**config.mk**
```make
export PLATFORM = sky130hd
export DESIGN_NAME = qos_classifier_egress_scheduler
export DESIGN_NICKNAME = d
export VERILOG_FILES = /design/src/hw/qos_pkg.sv /design/src/hw/qos_classifier_egress_scheduler.sv
export SDC_FILE = /design/constraint.sdc
export NUM_CORES = 1
export LEC_CHECK = 0
export BUFFER_PORTS_ARGS = -buffer_cell sky130_fd_sc_hd__buf_2
export CORE_UTILIZATION = 45
export CTS_BUF_LIST = sky130_fd_sc_hd__clkbuf_2
export CTS_CLUSTER_SIZE = 30
export DETAILED_ROUTE_END_ITERATION = 12
export HOLD_SLACK_MARGIN = 0.02
export PLACE_DENSITY = 0.65
export SLEW_MARGIN = 25
export SYNTH_ARGS = -nofsm -noshare
export SYNTH_HDL_FRONTEND = slang
export SYNTH_SLANG_ARGS = --single-unit
```
**constraint.sdc**
```tcl
create_clock -name pclk -period 2.65 [get_ports pclk]
set_clock_uncertainty 0.2 [all_clocks]
set_input_delay 0 -clock pclk [delete_from_list [all_inputs] [get_ports pclk]]
set_output_delay 0 -clock pclk [all_outputs]
set_load 0.005 [all_outputs]
```
**src/hw/qos_pkg.sv**
```systemverilog
package qos_pkg;

   // Register byte addresses
   localparam logic [7:0] ADDR_CTRL   = 8'h00;
   localparam logic [7:0] ADDR_PORT   = 8'h04;
   localparam logic [7:0] ADDR_COS    = 8'h08;
   localparam logic [7:0] ADDR_STATUS = 8'h0c;
   localparam logic [7:0] ADDR_TOS0   = 8'h10;
   localparam logic [7:0] ADDR_TOS1   = 8'h14;
   localparam logic [7:0] ADDR_TOS2   = 8'h18;
   localparam logic [7:0] ADDR_TOS3   = 8'h1c;

   // Control field positions
   localparam int CTRL_STRICT_BIT = 0;
   localparam int CTRL_PTYPE_LSB  = 4;

   // Queue levels, index order lowest to high
   localparam logic [1:0] LVL_LOWEST = 2'h0;
   localparam logic [1:0] LVL_LOW    = 2'h1;
   localparam logic [1:0] LVL_MIDDLE = 2'h2;
   localparam logic [1:0] LVL_HIGH   = 2'h3;

   // Frames per weighted round
   localparam logic [3:0] W_HIGH   = 4'h8;
   localparam logic [3:0] W_MIDDLE = 4'h4;
   localparam logic [3:0] W_LOW    = 4'h2;
   localparam logic [3:0] W_LOWEST = 4'h1;

   typedef enum logic [2:0] {
      PT_DISABLED,
      PT_PORT,
      PT_CLASS_EXCLUSIVE,
      PT_TOS_EXCLUSIVE,
      PT_CLASS_THEN_FALLBACK,
      PT_TOS_THEN_FALLBACK
   } ptype_t;

   // Reset values
   localparam logic         STRICT_RST = 1'b0;
   localparam ptype_t       PTYPE_RST  = PT_DISABLED;
   localparam logic [15:0]  PORT_RST   = 16'h0000;
   localparam logic [15:0]  COS_RST    = 16'h0000;
   localparam logic [127:0] TOS_RST    = 128'h0;

   typedef struct packed {
      logic [2:0] port;
      logic       cos_valid;
      logic [2:0] cos;
      logic       ip_valid;
      logic [5:0] tos;
   } cls_req_t;

   typedef struct packed {
      logic             pready;
      logic             pslverr;
      logic [31:0]      prdata;
      logic             strict;
      ptype_t           ptype;
      logic [15:0]      port_def;
      logic [15:0]      cos_map;
      logic [127:0]     tos_map;
      logic [3:0][3:0]  cred;
      logic             cls_done;
      logic [1:0]       cls_queue;
      logic             gnt_valid;
      logic [1:0]       gnt_queue;
   } state_t;

endpackage

```
**src/hw/qos_classifier_egress_scheduler.sv**
```systemverilog
// The address map and the APB register port are this design's own decisions.
`timescale 1ns/1ps

//////////////////////////////////////////////////////////////////////////////
// Contract
// - Weighted mode serves 8 high, 4 middle, 2 low and 1 lowest frame a round.
// - Strict mode always serves the highest non-empty queue first.
// - Four levels exist and each port holds a configurable default level.
// - Priority type picks disabled, port, class, tos or either one first.
// - Port mode gives each frame its ingress port's default level.
// - Class exclusive mode maps only the class value through its table.
// - Tos exclusive mode maps only the tos value through its table.
// - Class-then-fallback uses the class value if present, else other rules.
// - Tos-then-fallback uses the tos value if present, else other rules.
// - An eight entry table maps each class value to one of four levels.
// - A 64 entry table maps each tos value to one of four levels.
// - Every tos table entry resets to the lowest level.
// - In tos exclusive and tos-then-fallback modes, an IP frame's tos value is looked up to find its level.
module qos_classifier_egress_scheduler
(
   input  wire logic              pclk,
   input  wire logic              presetn,
   input  wire logic              psel,
   input  wire logic              penable,
   input  wire logic              pwrite,
   input  wire logic [7:0]        paddr,
   input  wire logic [31:0]       pwdata,
   output logic      [31:0]       prdata,
   output logic                   pready,
   output logic                   pslverr,
   input  wire logic              cls_valid,
   input  wire qos_pkg::cls_req_t cls_req,
   output logic                   cls_done,
   output logic      [1:0]        cls_queue,
   input  wire logic [3:0]        q_nonempty,
   input  wire logic              sched_req,
   output logic                   gnt_valid,
   output logic      [1:0]        gnt_queue
);

   localparam qos_pkg::state_t ST_RST = '{
      pready:    1'b0,
      pslverr:   1'b0,
      prdata:    32'h0,
      strict:    qos_pkg::STRICT_RST,
      ptype:     qos_pkg::PTYPE_RST,
      port_def:  qos_pkg::PORT_RST,
      cos_map:   qos_pkg::COS_RST,
      tos_map:   qos_pkg::TOS_RST,
      cred:      {qos_pkg::W_HIGH, qos_pkg::W_MIDDLE,
                  qos_pkg::W_LOW, qos_pkg::W_LOWEST},
      cls_done:  1'b0,
      cls_queue: qos_pkg::LVL_LOWEST,
      gnt_valid: 1'b0,
      gnt_queue: qos_pkg::LVL_LOWEST
   };

   qos_pkg::state_t st_q;
   qos_pkg::state_t st_d;

   //////////////////////////////////////////////////////////////////////////
   // Helpers

   // Two-bit level from a packed table
   function automatic logic [1:0] pick_level
   (
      input logic [127:0] tbl,
      input logic [5:0]   idx
   );
      return tbl[{idx, 1'b0} +: 2];
   endfunction

   // Index of the highest set request bit
   function automatic logic [1:0] highest(input logic [3:0] m);
      logic [1:0] q;
      q = qos_pkg::LVL_LOWEST;
      if (m[3])
         q = qos_pkg::LVL_HIGH;
      else if (m[2])
         q = qos_pkg::LVL_MIDDLE;
      else if (m[1])
         q = qos_pkg::LVL_LOW;
      return q;
   endfunction

   function automatic logic [1:0] classify
   (
      input qos_pkg::ptype_t   pt,
      input qos_pkg::cls_req_t r,
      input logic [15:0]       pd,
      input logic [15:0]       cm,
      input logic [127:0]      tm
   );
      logic [1:0] lp;
      logic [1:0] lc;
      logic [1:0] lt;
      logic [1:0] q;
      lp = pick_level({112'h0, pd}, {3'h0, r.port});
      lc = pick_level({112'h0, cm}, {3'h0, r.cos});
      lt = pick_level(tm, r.tos);
      case (pt)
         qos_pkg::PT_PORT:
            q = lp;
         qos_pkg::PT_CLASS_EXCLUSIVE:
            q = r.cos_valid ? lc : qos_pkg::LVL_LOWEST;
         qos_pkg::PT_TOS_EXCLUSIVE:
            q = r.ip_valid ? lt : qos_pkg::LVL_LOWEST;
         qos_pkg::PT_CLASS_THEN_FALLBACK:
            q = r.cos_valid ? lc : (r.ip_valid ? lt : lp);
         qos_pkg::PT_TOS_THEN_FALLBACK:
            q = r.ip_valid ? lt : (r.cos_valid ? lc : lp);
         default:
            q = qos_pkg::LVL_LOWEST;
      endcase
      return q;
   endfunction

   //////////////////////////////////////////////////////////////////////////
   // Next state

   always_comb
   begin
      logic [3:0]      elig;
      logic [3:0]      avail;
      logic [1:0]      sel;
      logic [3:0][3:0] cr;
      st_d = st_q;
      elig = 4'h0;
      avail = 4'h0;
      sel = qos_pkg::LVL_LOWEST;
      cr = st_q.cred;
      st_d.pready = 1'b0;
      st_d.pslverr = 1'b0;
      st_d.cls_done = 1'b0;
      st_d.gnt_valid = 1'b0;

      // APB: one wait state, read data captured with pready
      if (psel && penable && !st_q.pready)
      begin
         st_d.pready = 1'b1;
         st_d.prdata = 32'h0;
         case (paddr)
            qos_pkg::ADDR_CTRL:
            begin
               st_d.prdata[qos_pkg::CTRL_STRICT_BIT] = st_q.strict;
               st_d.prdata[qos_pkg::CTRL_PTYPE_LSB +: 3] = st_q.ptype;
            end
            qos_pkg::ADDR_PORT:
               st_d.prdata[15:0] = st_q.port_def;
            qos_pkg::ADDR_COS:
               st_d.prdata[15:0] = st_q.cos_map;
            qos_pkg::ADDR_STATUS:
               st_d.prdata[17:0] = {st_q.gnt_queue, st_q.cred};
            qos_pkg::ADDR_TOS0:
               st_d.prdata = st_q.tos_map[31:0];
            qos_pkg::ADDR_TOS1:
               st_d.prdata = st_q.tos_map[63:32];
            qos_pkg::ADDR_TOS2:
               st_d.prdata = st_q.tos_map[95:64];
            qos_pkg::ADDR_TOS3:
               st_d.prdata = st_q.tos_map[127:96];
            default:
               st_d.pslverr = 1'b1;
         endcase
      end

      // Writes land on the completing edge only
      if (psel && penable && st_q.pready && pwrite)
      begin
         case (paddr)
            qos_pkg::ADDR_CTRL:
            begin
               st_d.strict = pwdata[qos_pkg::CTRL_STRICT_BIT];
               st_d.ptype =
                  qos_pkg::ptype_t'(pwdata[qos_pkg::CTRL_PTYPE_LSB +: 3]);
            end
            qos_pkg::ADDR_PORT:
               st_d.port_def = pwdata[15:0];
            qos_pkg::ADDR_COS:
               st_d.cos_map = pwdata[15:0];
            qos_pkg::ADDR_TOS0:
               st_d.tos_map[31:0] = pwdata;
            qos_pkg::ADDR_TOS1:
               st_d.tos_map[63:32] = pwdata;
            qos_pkg::ADDR_TOS2:
               st_d.tos_map[95:64] = pwdata;
            qos_pkg::ADDR_TOS3:
               st_d.tos_map[127:96] = pwdata;
            default:
               st_d.pslverr = 1'b0;
         endcase
      end

      // Classification, one cycle of latency
      if (cls_valid)
      begin
         st_d.cls_done = 1'b1;
         st_d.cls_queue = classify(st_q.ptype, cls_req, st_q.port_def,
                                   st_q.cos_map, st_q.tos_map);
      end

      // Egress pick; weighted mode stays work conserving by reloading
      // the round as soon as no backlogged queue has credit left
      if (sched_req && (q_nonempty != 4'h0))
      begin
         if (st_q.strict)
            sel = highest(q_nonempty);
         else
         begin
            for (int i = 0; i < 4; i++)
               avail[i] = (cr[i] != 4'h0);
            elig = q_nonempty & avail;
            if (elig == 4'h0)
            begin
               cr = {qos_pkg::W_HIGH, qos_pkg::W_MIDDLE,
                     qos_pkg::W_LOW, qos_pkg::W_LOWEST};
               elig = q_nonempty;
            end
            sel = highest(elig);
            cr[sel] = cr[sel] - 4'h1;
            st_d.cred = cr;
         end
         st_d.gnt_valid = 1'b1;
         st_d.gnt_queue = sel;
      end
   end

   always_ff @(posedge pclk or negedge presetn)
   begin
      if (!presetn)
         st_q <= ST_RST;
      else
         st_q <= st_d;
   end

   assign prdata    = st_q.prdata;
   assign pready    = st_q.pready;
   assign pslverr   = st_q.pslverr;
   assign cls_done  = st_q.cls_done;
   assign cls_queue = st_q.cls_queue;
   assign gnt_valid = st_q.gnt_valid;
   assign gnt_queue = st_q.gnt_queue;

   //////////////////////////////////////////////////////////////////////////
   // Checks

   chk_strict_top: assert property (
      @(posedge pclk) disable iff (!presetn)
      sched_req && st_q.strict && (q_nonempty != 4'h0)
      |=> gnt_valid && (gnt_queue == highest($past(q_nonempty))))
      else $error("strict pick not highest backlogged queue");

   chk_weight_high: assert property (
      @(posedge pclk) disable iff (!presetn)
      sched_req && !st_q.strict && q_nonempty[3]
      && (st_q.cred[3] != 4'h0)
      |=> gnt_queue == qos_pkg::LVL_HIGH
      && st_q.cred[3] == $past(st_q.cred[3]) - 4'h1)
      else $error("weighted high credit not spent");

   chk_credit_cap: assert property (
      @(posedge pclk) disable iff (!presetn)
      st_q.cred[3] <= qos_pkg::W_HIGH && st_q.cred[2] <= qos_pkg::W_MIDDLE
      && st_q.cred[1] <= qos_pkg::W_LOW && st_q.cred[0] <= qos_pkg::W_LOWEST)
      else $error("round credit above weight");

   chk_port_mode: assert property (
      @(posedge pclk) disable iff (!presetn)
      cls_valid && st_q.ptype == qos_pkg::PT_PORT
      |=> cls_done && cls_queue ==
      $past(st_q.port_def[{cls_req.port, 1'b0} +: 2]))
      else $error("port mode level mismatch");

   chk_class_excl: assert property (
      @(posedge pclk) disable iff (!presetn)
      cls_valid && cls_req.cos_valid
      && st_q.ptype == qos_pkg::PT_CLASS_EXCLUSIVE
      |=> cls_queue == $past(st_q.cos_map[{cls_req.cos, 1'b0} +: 2]))
      else $error("class map level mismatch");

   chk_tos_excl: assert property (
      @(posedge pclk) disable iff (!presetn)
      cls_valid && cls_req.ip_valid
      && st_q.ptype == qos_pkg::PT_TOS_EXCLUSIVE
      |=> cls_queue == $past(st_q.tos_map[{cls_req.tos, 1'b0} +: 2]))
      else $error("tos map level mismatch");

   chk_class_fallback: assert property (
      @(posedge pclk) disable iff (!presetn)
      cls_valid && !cls_req.cos_valid && !cls_req.ip_valid
      && st_q.ptype == qos_pkg::PT_CLASS_THEN_FALLBACK
      |=> cls_queue == $past(st_q.port_def[{cls_req.port, 1'b0} +: 2]))
      else $error("class fallback to port failed");

   chk_tos_fallback: assert property (
      @(posedge pclk) disable iff (!presetn)
      cls_valid && !cls_req.ip_valid && cls_req.cos_valid
      && st_q.ptype == qos_pkg::PT_TOS_THEN_FALLBACK
      |=> cls_queue == $past(st_q.cos_map[{cls_req.cos, 1'b0} +: 2]))
      else $error("tos fallback to class failed");

   chk_unclassified_low: assert property (
      @(posedge pclk) disable iff (!presetn)
      cls_valid && (st_q.ptype == qos_pkg::PT_DISABLED
      || (st_q.ptype == qos_pkg::PT_TOS_EXCLUSIVE && !cls_req.ip_valid))
      |=> cls_queue == qos_pkg::LVL_LOWEST)
      else $error("unclassified frame not lowest");

   chk_tos_reset: assert property (
      @(posedge pclk) disable iff (!presetn)
      $rose(presetn) |-> st_q.tos_map == qos_pkg::TOS_RST)
      else $error("tos table not lowest after reset");

   chk_tos_write: assert property (
      @(posedge pclk) disable iff (!presetn)
      psel && penable && pready && pwrite && paddr == qos_pkg::ADDR_TOS1
      |=> st_q.tos_map[63:32] == $past(pwdata))
      else $error("tos table write lost");

   chk_class_absent: assert property (
      @(posedge pclk) disable iff (!presetn)
      cls_valid && !cls_req.cos_valid
      && st_q.ptype == qos_pkg::PT_CLASS_EXCLUSIVE
      |=> cls_queue == qos_pkg::LVL_LOWEST)
      else $error("untagged frame not lowest");

   chk_class_to_tos: assert property (
      @(posedge pclk) disable iff (!presetn)
      cls_valid && !cls_req.cos_valid && cls_req.ip_valid
      && st_q.ptype == qos_pkg::PT_CLASS_THEN_FALLBACK
      |=> cls_queue == $past(st_q.tos_map[{cls_req.tos, 1'b0} +: 2]))
      else $error("class fallback to tos failed");

   // A grant without a backlogged request would drain a frame twice
   chk_grant_needs_req: assert property (
      @(posedge pclk) disable iff (!presetn)
      !(sched_req && q_nonempty != 4'h0) |=> !gnt_valid)
      else $error("grant without a request");

   chk_weight_lowest: assert property (
      @(posedge pclk) disable iff (!presetn)
      sched_req && !st_q.strict && q_nonempty == 4'h1
      && (st_q.cred[0] != 4'h0)
      |=> gnt_queue == qos_pkg::LVL_LOWEST
      && st_q.cred[0] == $past(st_q.cred[0]) - 4'h1)
      else $error("weighted lowest credit not spent");

endmodule

```
# ---- Word level (Yosys, flattened, before mapping)
# Index checks and enable logic that the tools add are counted.
dict set report classes {
  order_cmp 2
  mul 0
  shift 3
  div 0
  bitwise_logic 2
  n_mux 39
  addsub 1
  reduce_logical 24
  n_eq_ne 12
}
# cell n
set op_table {}
lappend op_table {{128-bit by 5-bit indexed part select with 2-bit output} 2}
lappend op_table {{128-bit by 8-bit indexed part select with 2-bit output} 1}
lappend op_table {{9-bit one-hot mux with 7 select lines} 1}
lappend op_table {{14-bit one-hot mux with 4 select lines} 1}
lappend op_table {{16-bit 2-to-1 mux} 3}
lappend op_table {{34-bit 2-to-1 mux} 1}
lappend op_table {{8-bit by 5-bit equality test with 1-bit output (second input constant)} 4}
lappend op_table {{2-bit 2-to-1 mux} 13}
lappend op_table {{3-bit one-hot mux with 8 select lines} 1}
lappend op_table {{3-bit one-hot mux with 7 select lines} 1}
lappend op_table {{4-bit 2-to-1 mux} 5}
lappend op_table {{2-bit one-hot mux with 5 select lines} 2}
lappend op_table {{4-bit nonzero test} 5}
lappend op_table {{16-bit bitwise mux} 1}
lappend op_table {{8-bit by 4-bit equality test with 1-bit output (second input constant)} 2}
lappend op_table {{2-bit AND reduction} 8}
lappend op_table {{4-bit binary-select mux with 2-bit select} 1}
lappend op_table {{4-bit demux with 2-bit select} 1}
lappend op_table {{8-bit by 3-bit equality test with 1-bit output (second input constant)} 1}
lappend op_table {{8-bit zero test} 1}
lappend op_table {{1-bit one-hot mux with 8 select lines} 1}
lappend op_table {{8-bit OR reduction} 1}
lappend op_table {{7-bit OR reduction} 1}
lappend op_table {{3-bit by 2-bit equality test with 1-bit output (second input constant)} 2}
lappend op_table {{other kinds (12)} 23}
dict set report totals {
  word_cells 102
  output_inout_bits 40
  mem_count 0
  latch_bits 0
  ff_bits 220
  in_bits 65
  rom_bits 0
  ramBits 0
}

# ---- Longest topological paths before layout
# Gate-level depths: netlist of the first run.
dict set report depth {
  word_depth 16
  ltp_mapped 10
  ltp_nobuf 8
}

# ---- Worst setup path after synthesis of the first run
# No wires, ideal clock.
dict set report synth_path {
  path_type {reg-to-reg}
  start {reg st_q[14] (netlist bit)}
  end {reg st_q[12] (netlist bit)}
  setup_slack_ns 0.051
  arrival_ns 2.266
  required_ns 2.317
  synth_period_minus_slack_ns 2.599
  setup_ns 0.133
  n_path_buf 1
  path_stages_with_launch 10
  path_cell_list {dfrtp_1 -> o41ai_1 -> buf_2 -> a41o_1 -> a31oi_1 -> o221ai_1 -> inv_1 -> ha_1 -> xnor2_1 -> o21ai_0}
}
dict set report synth_between {
  elab_chain_cells 16
  word_cells_on_any_way 23
  cone_classes {add/sub: 1; order compare: 2; mux: 16; bitwise: 1; reduce/logical: 3}
}
# item line
set synth_rtl {}
lappend synth_rtl {{from (decl)} qos_classifier_egress_scheduler.sv:58} ;# qos_pkg::state_t st_q;
lappend synth_rtl {{from (signal assigned)} qos_classifier_egress_scheduler.sv:233} ;# st_q <= st_d;
lappend synth_rtl {{branches (longest 15 deep; another with 4-bit nonzero test)} n/a}
lappend synth_rtl {{16-bit bitwise mux *} qos_classifier_egress_scheduler.sv:220} ;# cr[sel] = cr[sel] - 4'h1;
# Every way passes the cells marked *. The select of a mux whose other input is x is not followed.
# A chain may end at the register's enable or synchronous reset.

# ---- Final worst setup path of the first run
dict set report layout_path {
  start {in paddr[0]}
  end {reg st_q[145] (netlist bit)}
}
dict set report layout_between {
  elab_chain_cells 2
}
# item line
set layout_rtl {}
lappend layout_rtl {{from (decl)} qos_classifier_egress_scheduler.sv:26} ;# input wire logic [7:0] paddr,
lappend layout_rtl {{8-bit by 5-bit equality test with 1-bit output} qos_classifier_egress_scheduler.sv:170} ;# case (paddr)
lappend layout_rtl {{2-bit AND reduction (no source line)} n/a}
# Every way passes these cells.

==> results.toml, run 1 <==
[place]
io_buffers = 104
dpl_cell_area_um2 = 12100
place_congestion = 0.878
hpwl_um = 22800

[die]
die_h_um = 159
die_x_um = 159
coreArea_um2 = 24300
initial_core_util_pct = 45.8
io_pins = 105
dieArea_um2 = 25400
num_rows = 57

[layout]
nNetsFinal = 1176
area_delta_synth_final_pct = 25.4
n_fill_cell = 2024
drive_gt1_share_pct = 43.7
final_area_um2 = 14000
final_core_util_pct = 57.4

[timing]
whs_ns = 0.0770
finalHoldViolations = 0
tightestPinTransition_ns = 0.870
setup_violations = 0
period_share_pct = 99.7
drv_slew = 0
period_minus_slack_ns = 2.64
max-slew-margin-rel_pct = 41.8
max_freq_ghz = 0.379

[grt]
antenna_found_initial = 2
grt_max_degree = 78
overflow = 0
grt_pass1_wl_um = 52700
grt_pass1_vias = 9176
grt_usage_pct = 26.8

[clocking]
cts.sinks = 220
clk_pin_slew_ns = 0.11
cts-buffers-inserted = 57
cts_tree = "built"
h-tree-depth = 2
cts_buffer_depth = 3
root_buffer = "clkbuf_2"
clkLatencyLatePin_ns = 0.85

[logic_synthesis]
ys_ff_latch = 220
ys_types = 56
synthesis.nets = 910
seq_area_frac_synth_pct = 49.5
synthCells = 844
synth.avg_cell_area_um2 = 13.2
synth-edff-count = 0
synthAdderAreaFrac_pct = 0.112
yosys_warnings = 0
synthMuxAreaShare_pct = 27.5
synth_top_family_by_area = "multiplexers"
synth_xor_area_share_pct = 0.157
synth_flop_cell = "dfrtp_1"
synth_compound_area_share_pct = 12.3
syn_area_um2 = 11100
synthSimpleGateAreaFrac_pct = 5.84
async_flop_share_pct = 100

[critical_path]
critPathArrivalTime_ns = 3.14
cp_max_fo = 33
start_kind = "primary input"
cp.required_ns = 3.15
critPathKind = "primary input to flop"
cp-end-kind = "flop"

[run]
maxCapViolCount = 0

[pwr]
powerDensity_nw_per_um2 = 553
p_leak_nw = 6.84
ir_drop_uv = 252

[detailed_routing]
routedWlPerCell_um = 22.4
avgViaCountPerCell = 5.97
dr.pass1.iters = 6
vias = 8815
drt_iter0_drc = 1179
drc = 0
ant_nets = 0
wirelength_um = 33100

[status]
status = "finished clean"

[min_path]
min-delay-path-class = "primary input to asynchronous set/reset pin"
final timing paths:
kind	slack [ns]	cells past startpoint	from	to
setup / recovery	0.008	10	paddr[0]	st_q[145]$_DFFE_PN0P_
hold / removal	0.08	3	presetn	st_q[52]$_DFFE_PN0P_
setup reg to reg	0.05	9	st_q[10]$_DFFE_PN0P_	st_q[20]$_DFFE_PN0P_
hold reg to reg	0.29	2	prdata[4]$_DFFE_PN0P_	prdata[4]$_DFFE_PN0P_
max in group asynchronous	1.30	4	presetn	st_q[16]$_DFFE_PN1P_
min in group pclk	0.13	6	paddr[4]	prdata[2]$_DFFE_PN0P_
critical path, cell delays in order:
cell and delay (ns):
dlygate4sd3_1 0.54, buf_2 0.15, nand4bb_1 0.25, nor2_2 0.11, dlygate4sd3_1 0.61, buf_12 0.23, nand2_1 0.07, dlygate4sd3_1 0.60
buf_4 0.23, mux2_1 0.34
power breakdown:
| part | total, W | switching (W) | internal (W) |
|---|---|---|---|
| clock | 0.00248 | 0.00139 | 0.00109 |
| sequential | 0.00371 | 0.000199 | 0.00351 |
| combinational | 0.00153 | 0.000813 | 0.000715 |
| total | 0.00772 | 0.00240 | 0.00532 |
sequential cells by signal, indices dropped and copies added, names as in the netlist:
name       cells
st_q         180
prdata        32
cls_queue      2
gnt_queue      2
cls_done       1
gnt_valid      1
pready         1
pslverr        1
through the flow:
stage,instances,power [W],setup TNS [ns],setup slack [ns]
after floorplan,844,0.00434,0,0.0509
after global placement,1250,0.00513,0,0.0494
after detailed placement,1250,0.00512,0,0.0787
after CTS,1473,0.00772,0,0.0592
after global routing,1476,0.00812,-0.000132,-0.000132
final,1476,0.00772,0,0.00832
logic make-up (layout without fill, tap and decap cells):
logic type      after synthesis  count (layout)
other cells                   0               1
xor+xnor                      2               2
mux                         222             222
compound gates              166             166
buf+inv                      94             401
flops                       220             220
fa+ha+maj                     1               1
simple gates                139             139
layer usage:
| metal | vias to the layer above | GRT usage (%) | part of all wire (%) |
|---|---|---|---|
| li1 | 3823 | - | - |
| met1 | 4514 | 37.1 | 43 |
| met2 | 413 | 42.2 | 47 |
| met3 | 63 | 5.94 | 7.9 |
| met4 | 2 | 8.52 | 2.3 |
| met5 | - | 0 | 0.039 |
cell usage after synthesis, types with 10 or more instances:
library cell / count / share of area, %
a21oi_1: 10 / 0.45
a222oi_1: 30 / 2.7
a22o_1: 26 / 2.0
a22oi_1: 37 / 2.5
buf_1: 10 / 0.34
buf_2: 13 / 0.58
buf_4: 39 / 2.6
clkbuf_1: 24 / 0.81
dfrtp_1: 216 / 49
mux2_2: 163 / 16
mux4_2: 50 / 10
nand2_1: 68 / 2.3
nand3_1: 21 / 0.94
nor2_1: 20 / 0.67
o21ai_0: 26 / 1.2
area by class of cell:
cell class / instances / area (um2) / area share (%)
sequential: 220 / 5510 / 39.5
tap: 324 / 405 / 2.90
antenna: 1 / 2.50 / 0.0179
inverter: 8 / 30.0 / 0.215
clock inverter: 8 / 82.6 / 0.592
multi-input combinational: 530 / 5140 / 36.9
clock buffer: 92 / 460 / 3.30
timing repair buffer: 293 / 2320 / 16.6
placed cells by master, fill, tap and decap left out, drive strengths merged, types with 5 or more instances in the layout:
cell,synthesis,routed
dfrtp,216,216
buf,62,170
mux2,167,167
dlygate4sd3,0,123
clkbuf,24,92
nand2,68,68
mux4,50,50
a22oi,37,37
a222oi,30,30
a22o,26,26
o21ai,26,26
nor2,22,22
nand3,21,21
a21oi,10,10
inv,8,9
mux2i,5,5
clkinv,0,5
o31ai,5,5
o41ai,5,5
nor3,5,5
timing repair:
| action | CTS | global route |
|---|---|---|
| hold buffers | 123 | 0 |
| hold endpoints to repair | 440 | 0 |
| endpoints found under the setup margin | 0 | 14 |
| gates resized for setup | 0 | 6 |
| setup buffers | 0 | 2 |
(Power assumes the default switching activity.)
==> run 2, diff against run 1 <==
Settings changed: CELL_PAD_IN_SITES_DETAIL_PLACEMENT from default to 0, CELL_PAD_IN_SITES_GLOBAL_PLACEMENT from default to 1, PLACE_DENSITY 0.65 to 0.76.
==> run 2 against run 1 <==
Worst setup slack got worse by 0.018 ns. Combinational power rose by 3%. Clock-buffer cell count fell by 17. Critical path type is now flop to flop. Largest cell class unchanged. Sequential share of layout area fell by 0.19 points. Total power fell by 2.7%. Via count fell by 0.14%. The run now ends with setup timing left.
==> results.toml, run 2 (synthesis results as in run 1) <==
[timing]
drv_slew = 0
setup_violations = 4
period_share_pct = 100
period_minus_slack_ns = 2.66
fin_ws_ns = -0.00955
max_freq_ghz = 0.376
tightestPinTransition_ns = 0.706
max-slew-margin-rel_pct = 52.9
finalHoldViolations = 0

[die]
dieArea_um2 = 25400
io_pins = 105
num_rows = 57
coreArea_um2 = 24300
initial_core_util_pct = 45.8
die_x_um = 159
die_h_um = 159

[clocking]
clkLatencyLatePin_ns = 0.86
cts.sinks = 220
cts_tree = "built"
cts_buffer_depth = 3
cts-buffers-inserted = 58
root_buffer = "clkbuf_2"
clk_pin_slew_ns = 0.09
h-tree-depth = 2

[layout]
final_cell_mix = "215 x dfrtp_1, 163 x mux2_2, 128 x dlygate4sd3_1, 103 x buf_2, 75 x clkbuf_2"
drive_gt1_share_pct = 42.1
final_common_cell = "dfrtp_1"
n_fill_cell = 2040
layoutNonFillerInstCount = 1484
multi_input_area_um2 = 5180
largest_reg_flops = 180
nNetsFinal = 1181
regMostFlops = "st_q"
regArea_um2 = 5510
area_delta_synth_final_pct = 26.0

[place]
place_congestion = 0.901
io_buffers = 104
place_inst = 1247
hpwl_um = 22300

[critical_path]
cp-end-kind = "flop"
start_kind = "flop"
cp_max_fo = 5
critPathArrivalTime_ns = 3.16
critPathKind = "flop to flop"
r2r_setup_slack_ns = -0.01
cp.required_ns = 3.15

[detailed_routing]
drt_iter0_drc = 992
vias = 8803
dr.pass1.iters = 9
routedWlPerCell_um = 22.4
avgViaCountPerCell = 5.93
wirelength_um = 33200
drc = 0
ant_nets = 0

[grt]
overflow = 0
grt_pass1_vias = 9003
antenna_found_initial = 1
grt_pass1_wl_um = 52100
grt_usage_pct = 26.6
grt_max_degree = 85

[pwr]
powerDensity_nw_per_um2 = 536
ir_drop_uv = 282
p_leak_nw = 6.86
power.total_w = 0.00751

[status]
violations = "setup timing"
status = "finished, violations left"

[min_path]
min-delay-path-class = "primary input to asynchronous set/reset pin"

[run]
maxCapViolCount = 0
run 2: cell types whose count changed in the layout (fill, tap and decap cells not counted), sizes merged:
cell	previous run	this run
clkbuf	92	75
clkdlybuf4s15	0	1
buf	170	167
dlygate4sd3	123	128
clkinv	5	27
clkinvlp	0	1
dlymetal6s4s	0	1
bufinv	2	0
run 2: final timing paths:
path                                        from                  endpoint  depth (start not counted)
setup / recovery            st_q[13]$_DFFE_PN0P_       st_q[8]$_DFFE_PN0P_                          9
hold / removal                           presetn  gnt_queue[1]$_DFFE_PN0P_                          3
setup reg to reg            st_q[13]$_DFFE_PN0P_       st_q[8]$_DFFE_PN0P_                          9
hold reg to reg            prdata[5]$_DFFE_PN0P_     prdata[5]$_DFFE_PN0P_                          2
max in group asynchronous                presetn     st_q[117]$_DFFE_PN0P_                          4
min in group pclk                       paddr[3]     st_q[184]$_DFFE_PN0P_                          5
run 2: final cells by class:
cell class | count | area share (%)
sequential | 220 | 39.3
clock inverter | 29 | 0.821
multi-input combinational | 530 | 36.9
clock buffer | 75 | 2.68
antenna | 1 | 0.0178
inverter | 8 | 0.214
tap | 324 | 2.89
timing repair buffer | 297 | 17.1
run 2: per-stage QoR:
stage | setup TNS [ns] | utilization (%) | instance area, um2 | hold slack [ns] | setup slack [ns]
2_1_floorplan | 0 | - | 11100 | -0.496 | 0.0509
3_3_place_gp | 0 | 49.9 | 12100 | -0.138 | 0.0869
3_5_place_dp | 0 | 49.9 | 12100 | -0.139 | 0.0239
4_1_cts | 0 | 57.3 | 13900 | 0.0202 | 0.00591
5_1_grt | -0.409 | 57.7 | 14000 | 0.0565 | -0.107
6_report | -0.0210 | 57.7 | 14000 | 0.0846 | -0.00955
run 2: per-layer routing:
metal  vias up  routed length [um]  GRT usage [%]
li1       3848                   -              -
met4         0                 532           7.91
met1      4528               15000           38.7
met2       388               15600           41.1
met3        39                2070           4.22
met5         -                   0              0
run 2: timing repair:
action | in CTS | in global routing
setup buffers | 0 | 2
hold buffers | 129 | 0
endpoints found under the setup margin | 0 | 42
endpoints found under the hold margin | 440 | 0
gates resized for setup | 0 | 14
run 2: worst max-delay path, cell delays in order (launching register included):
cell and delay (ns):
dfrtp_1 0.44, o41a_1 0.52, a41o_1 0.27, a2bb2oi_1 0.16
o221ai_2 0.20, inv_1 0.07, ha_1 0.21, xnor2_1 0.23
buf_4 0.17, o21ai_0 0.08
run 2: power by group:
group,internal [W],switching (W)
combinational,0.000724,0.000856
sequential,0.00351,0.000221
clock,0.000786,0.00141
total,0.00502,0.00249
==> run 3, diff against run 2 <==
Settings changed: BUFFER_PORTS_ARGS -buffer_cell sky130_fd_sc_hd__buf_2 to -buffer_cell sky130_fd_sc_hd__buf_4.
==> run 3 against run 2 <==
The run still ends with setup timing left. Clock-buffer cell count up 12. Clock power is 5% higher. Critical endpoint is now st_q[86]$_DFFE_PN0P_. Non-clock buffer count down 14. Largest power group unchanged. Register-to-register slack gained 0.07 ns. Global-route usage fell by 0.17 points. Cell count shrank 1.3%. Die area unchanged.
==> results.toml, run 3 (synthesis results as in run 1) <==
[status]
status = "finished, violations left"
violations = "setup timing"

[timing]
period_share_pct = 100
max-slew-margin-rel_pct = 47.7
tightestPinTransition_ns = 0.784
setup_violations = 2
drv_slew = 0
finalHoldViolations = 0
fin_setup_tns_ns = -0.00524
period_minus_slack_ns = 2.65
fin_ws_ns = -0.00396
max_freq_ghz = 0.377

[grt]
grt_max_degree = 94
grt_pass1_vias = 8829
grt_pass1_wl_um = 51900
antenna_found_initial = 1
grt_usage_pct = 26.4
overflow = 0

[clocking]
cts.sinks = 220
cts-buffers-inserted = 56
root_buffer = "clkbuf_2"
clkLatencyLatePin_ns = 0.84
cts_buffer_depth = 3
h-tree-depth = 2
cts_tree = "built"
clk_pin_slew_ns = 0.11

[critical_path]
crit_path_frequent_cell = "dlygate4sd3_1"
crit_slowest_cell = "or4b_2"
cp_slowest_stage_delay_ns = 0.66
start_kind = "primary input"
critPathArrivalTime_ns = 3.16
critPathKind = "primary input to flop"
cp-end-kind = "flop"
cp.required_ns = 3.15
worstPathCellList = "dlygate4sd3_1 -> buf_4 -> or4b_2 -> dlygate4sd3_1 -> nor2_2 -> nand2_1 -> dlygate4sd3_1 -> mux2_2"
cp_max_fo = 6

[layout]
n_fill_cell = 2041
final_core_util_pct = 58.3
area_delta_synth_final_pct = 27.3
final_common_cell = "dfrtp_1"
drive_gt1_share_pct = 42.8
final_cell_mix = "215 x dfrtp_1, 163 x mux2_2, 147 x buf_4, 124 x dlygate4sd3_1, 87 x clkbuf_2"
nNetsFinal = 1165
final_area_um2 = 14200
largest_reg_flops = 180
layoutNonFillerInstCount = 1465
regMostFlops = "st_q"

[die]
coreArea_um2 = 24300
num_rows = 57
die_h_um = 159
die_x_um = 159
initial_core_util_pct = 45.8
io_pins = 105
dieArea_um2 = 25400

[place]
place_inst = 1237
io_buffers = 104
place_congestion = 0.870
hpwl_um = 22300
dpl_cell_area_um2 = 12400

[detailed_routing]
drt_iter0_drc = 869
ant_nets = 0
wirelength_um = 32900
dr.pass1.iters = 6
avgViaCountPerCell = 5.96
vias = 8733
routedWlPerCell_um = 22.4
drc = 0

[min_path]
min-delay-path-class = "primary input to asynchronous set/reset pin"

[pwr]
ir_drop_uv = 269
powerDensity_nw_per_um2 = 532
p_leak_nw = 6.83

[run]
maxCapViolCount = 0
==> run 3: worst paths after layout <==
path / startpoint / endpoint / slack, ns / depth (start not counted)
max in group asynchronous: presetn / st_q[176]$_DFFE_PN0P_ / 1.37 / 4
worst min-delay path: presetn / prdata[1]$_DFFE_PN0P_ / 0.11 / 3
worst max register to register: st_q[10]$_DFFE_PN0P_ / st_q[8]$_DFFE_PN0P_ / 0.06 / 9
min in group pclk: cls_req[0] / cls_queue[0]$_DFFE_PN0P_ / 0.12 / 6
worst max-delay path: paddr[2] / st_q[86]$_DFFE_PN0P_ / -0.004 / 8
worst min register to register: prdata[16]$_DFFE_PN0P_ / prdata[16]$_DFFE_PN0P_ / 0.29 / 2
==> run 3: timing repair <==
| item | CTS | global route |
|---|---|---|
| buffers inserted | 0 | 4 |
| endpoints found under the hold margin | 440 | 0 |
| pin swaps | 1 | 3 |
| hold buffers | 124 | 0 |
| gates resized for setup | 0 | 10 |
| endpoints found under the setup margin | 1 | 39 |
==> run 3: final cells by class <==
cell class,instances,area (um2),share of cell area (%)
diodes,1,2.50,0.0177
clock buffers,87,435,3.07
clock inverters,12,72.6,0.512
inverters,8,30.0,0.212
multi-input cells,530,5150,36.4
flip-flops and latches,220,5510,38.9
well taps,324,405,2.86
repair buffers,283,2560,18.1
==> run 3: metal layers <==
layer / vias to the layer above / GRT usage [%] / share of wire (%)
li1: 3810 / - / -
met1: 4475 / 37.8 / 44
met2: 388 / 40.5 / 47
met3: 60 / 4.92 / 7.1
met4: 0 / 9.18 / 2.6
met5: - / 0 / 0
==> run 3: critical path: cells and delay by family <==
family	cells	cell delay, ns
AND/OR/NAND/NOR	3	0.89
multiplexers	1	0.30
buffers and inverters	4	1.96
==> run 3: stage by stage <==
stage | hold slack (ns) | worst slack [ns] | total power [W]
finish | 0.111 | -0.00396 | 0.00755
global route | 0.0455 | -0.0338 | 0.00793
CTS | 0.0211 | 0.0126 | 0.00755
detailed placement | -0.124 | 0.0340 | 0.00509
global placement | -0.133 | 0.0715 | 0.00510
floorplan | -0.496 | 0.0509 | 0.00434
==> run 3: where the power goes <==
group / switching [W] / leakage, nW / internal (W)
Sequential: 0.000203 / 3.03 / 0.00351
Clock: 0.00137 / 0.395 / 0.000955
Combinational: 0.000797 / 3.41 / 0.000710
Total: 0.00237 / 6.83 / 0.00518
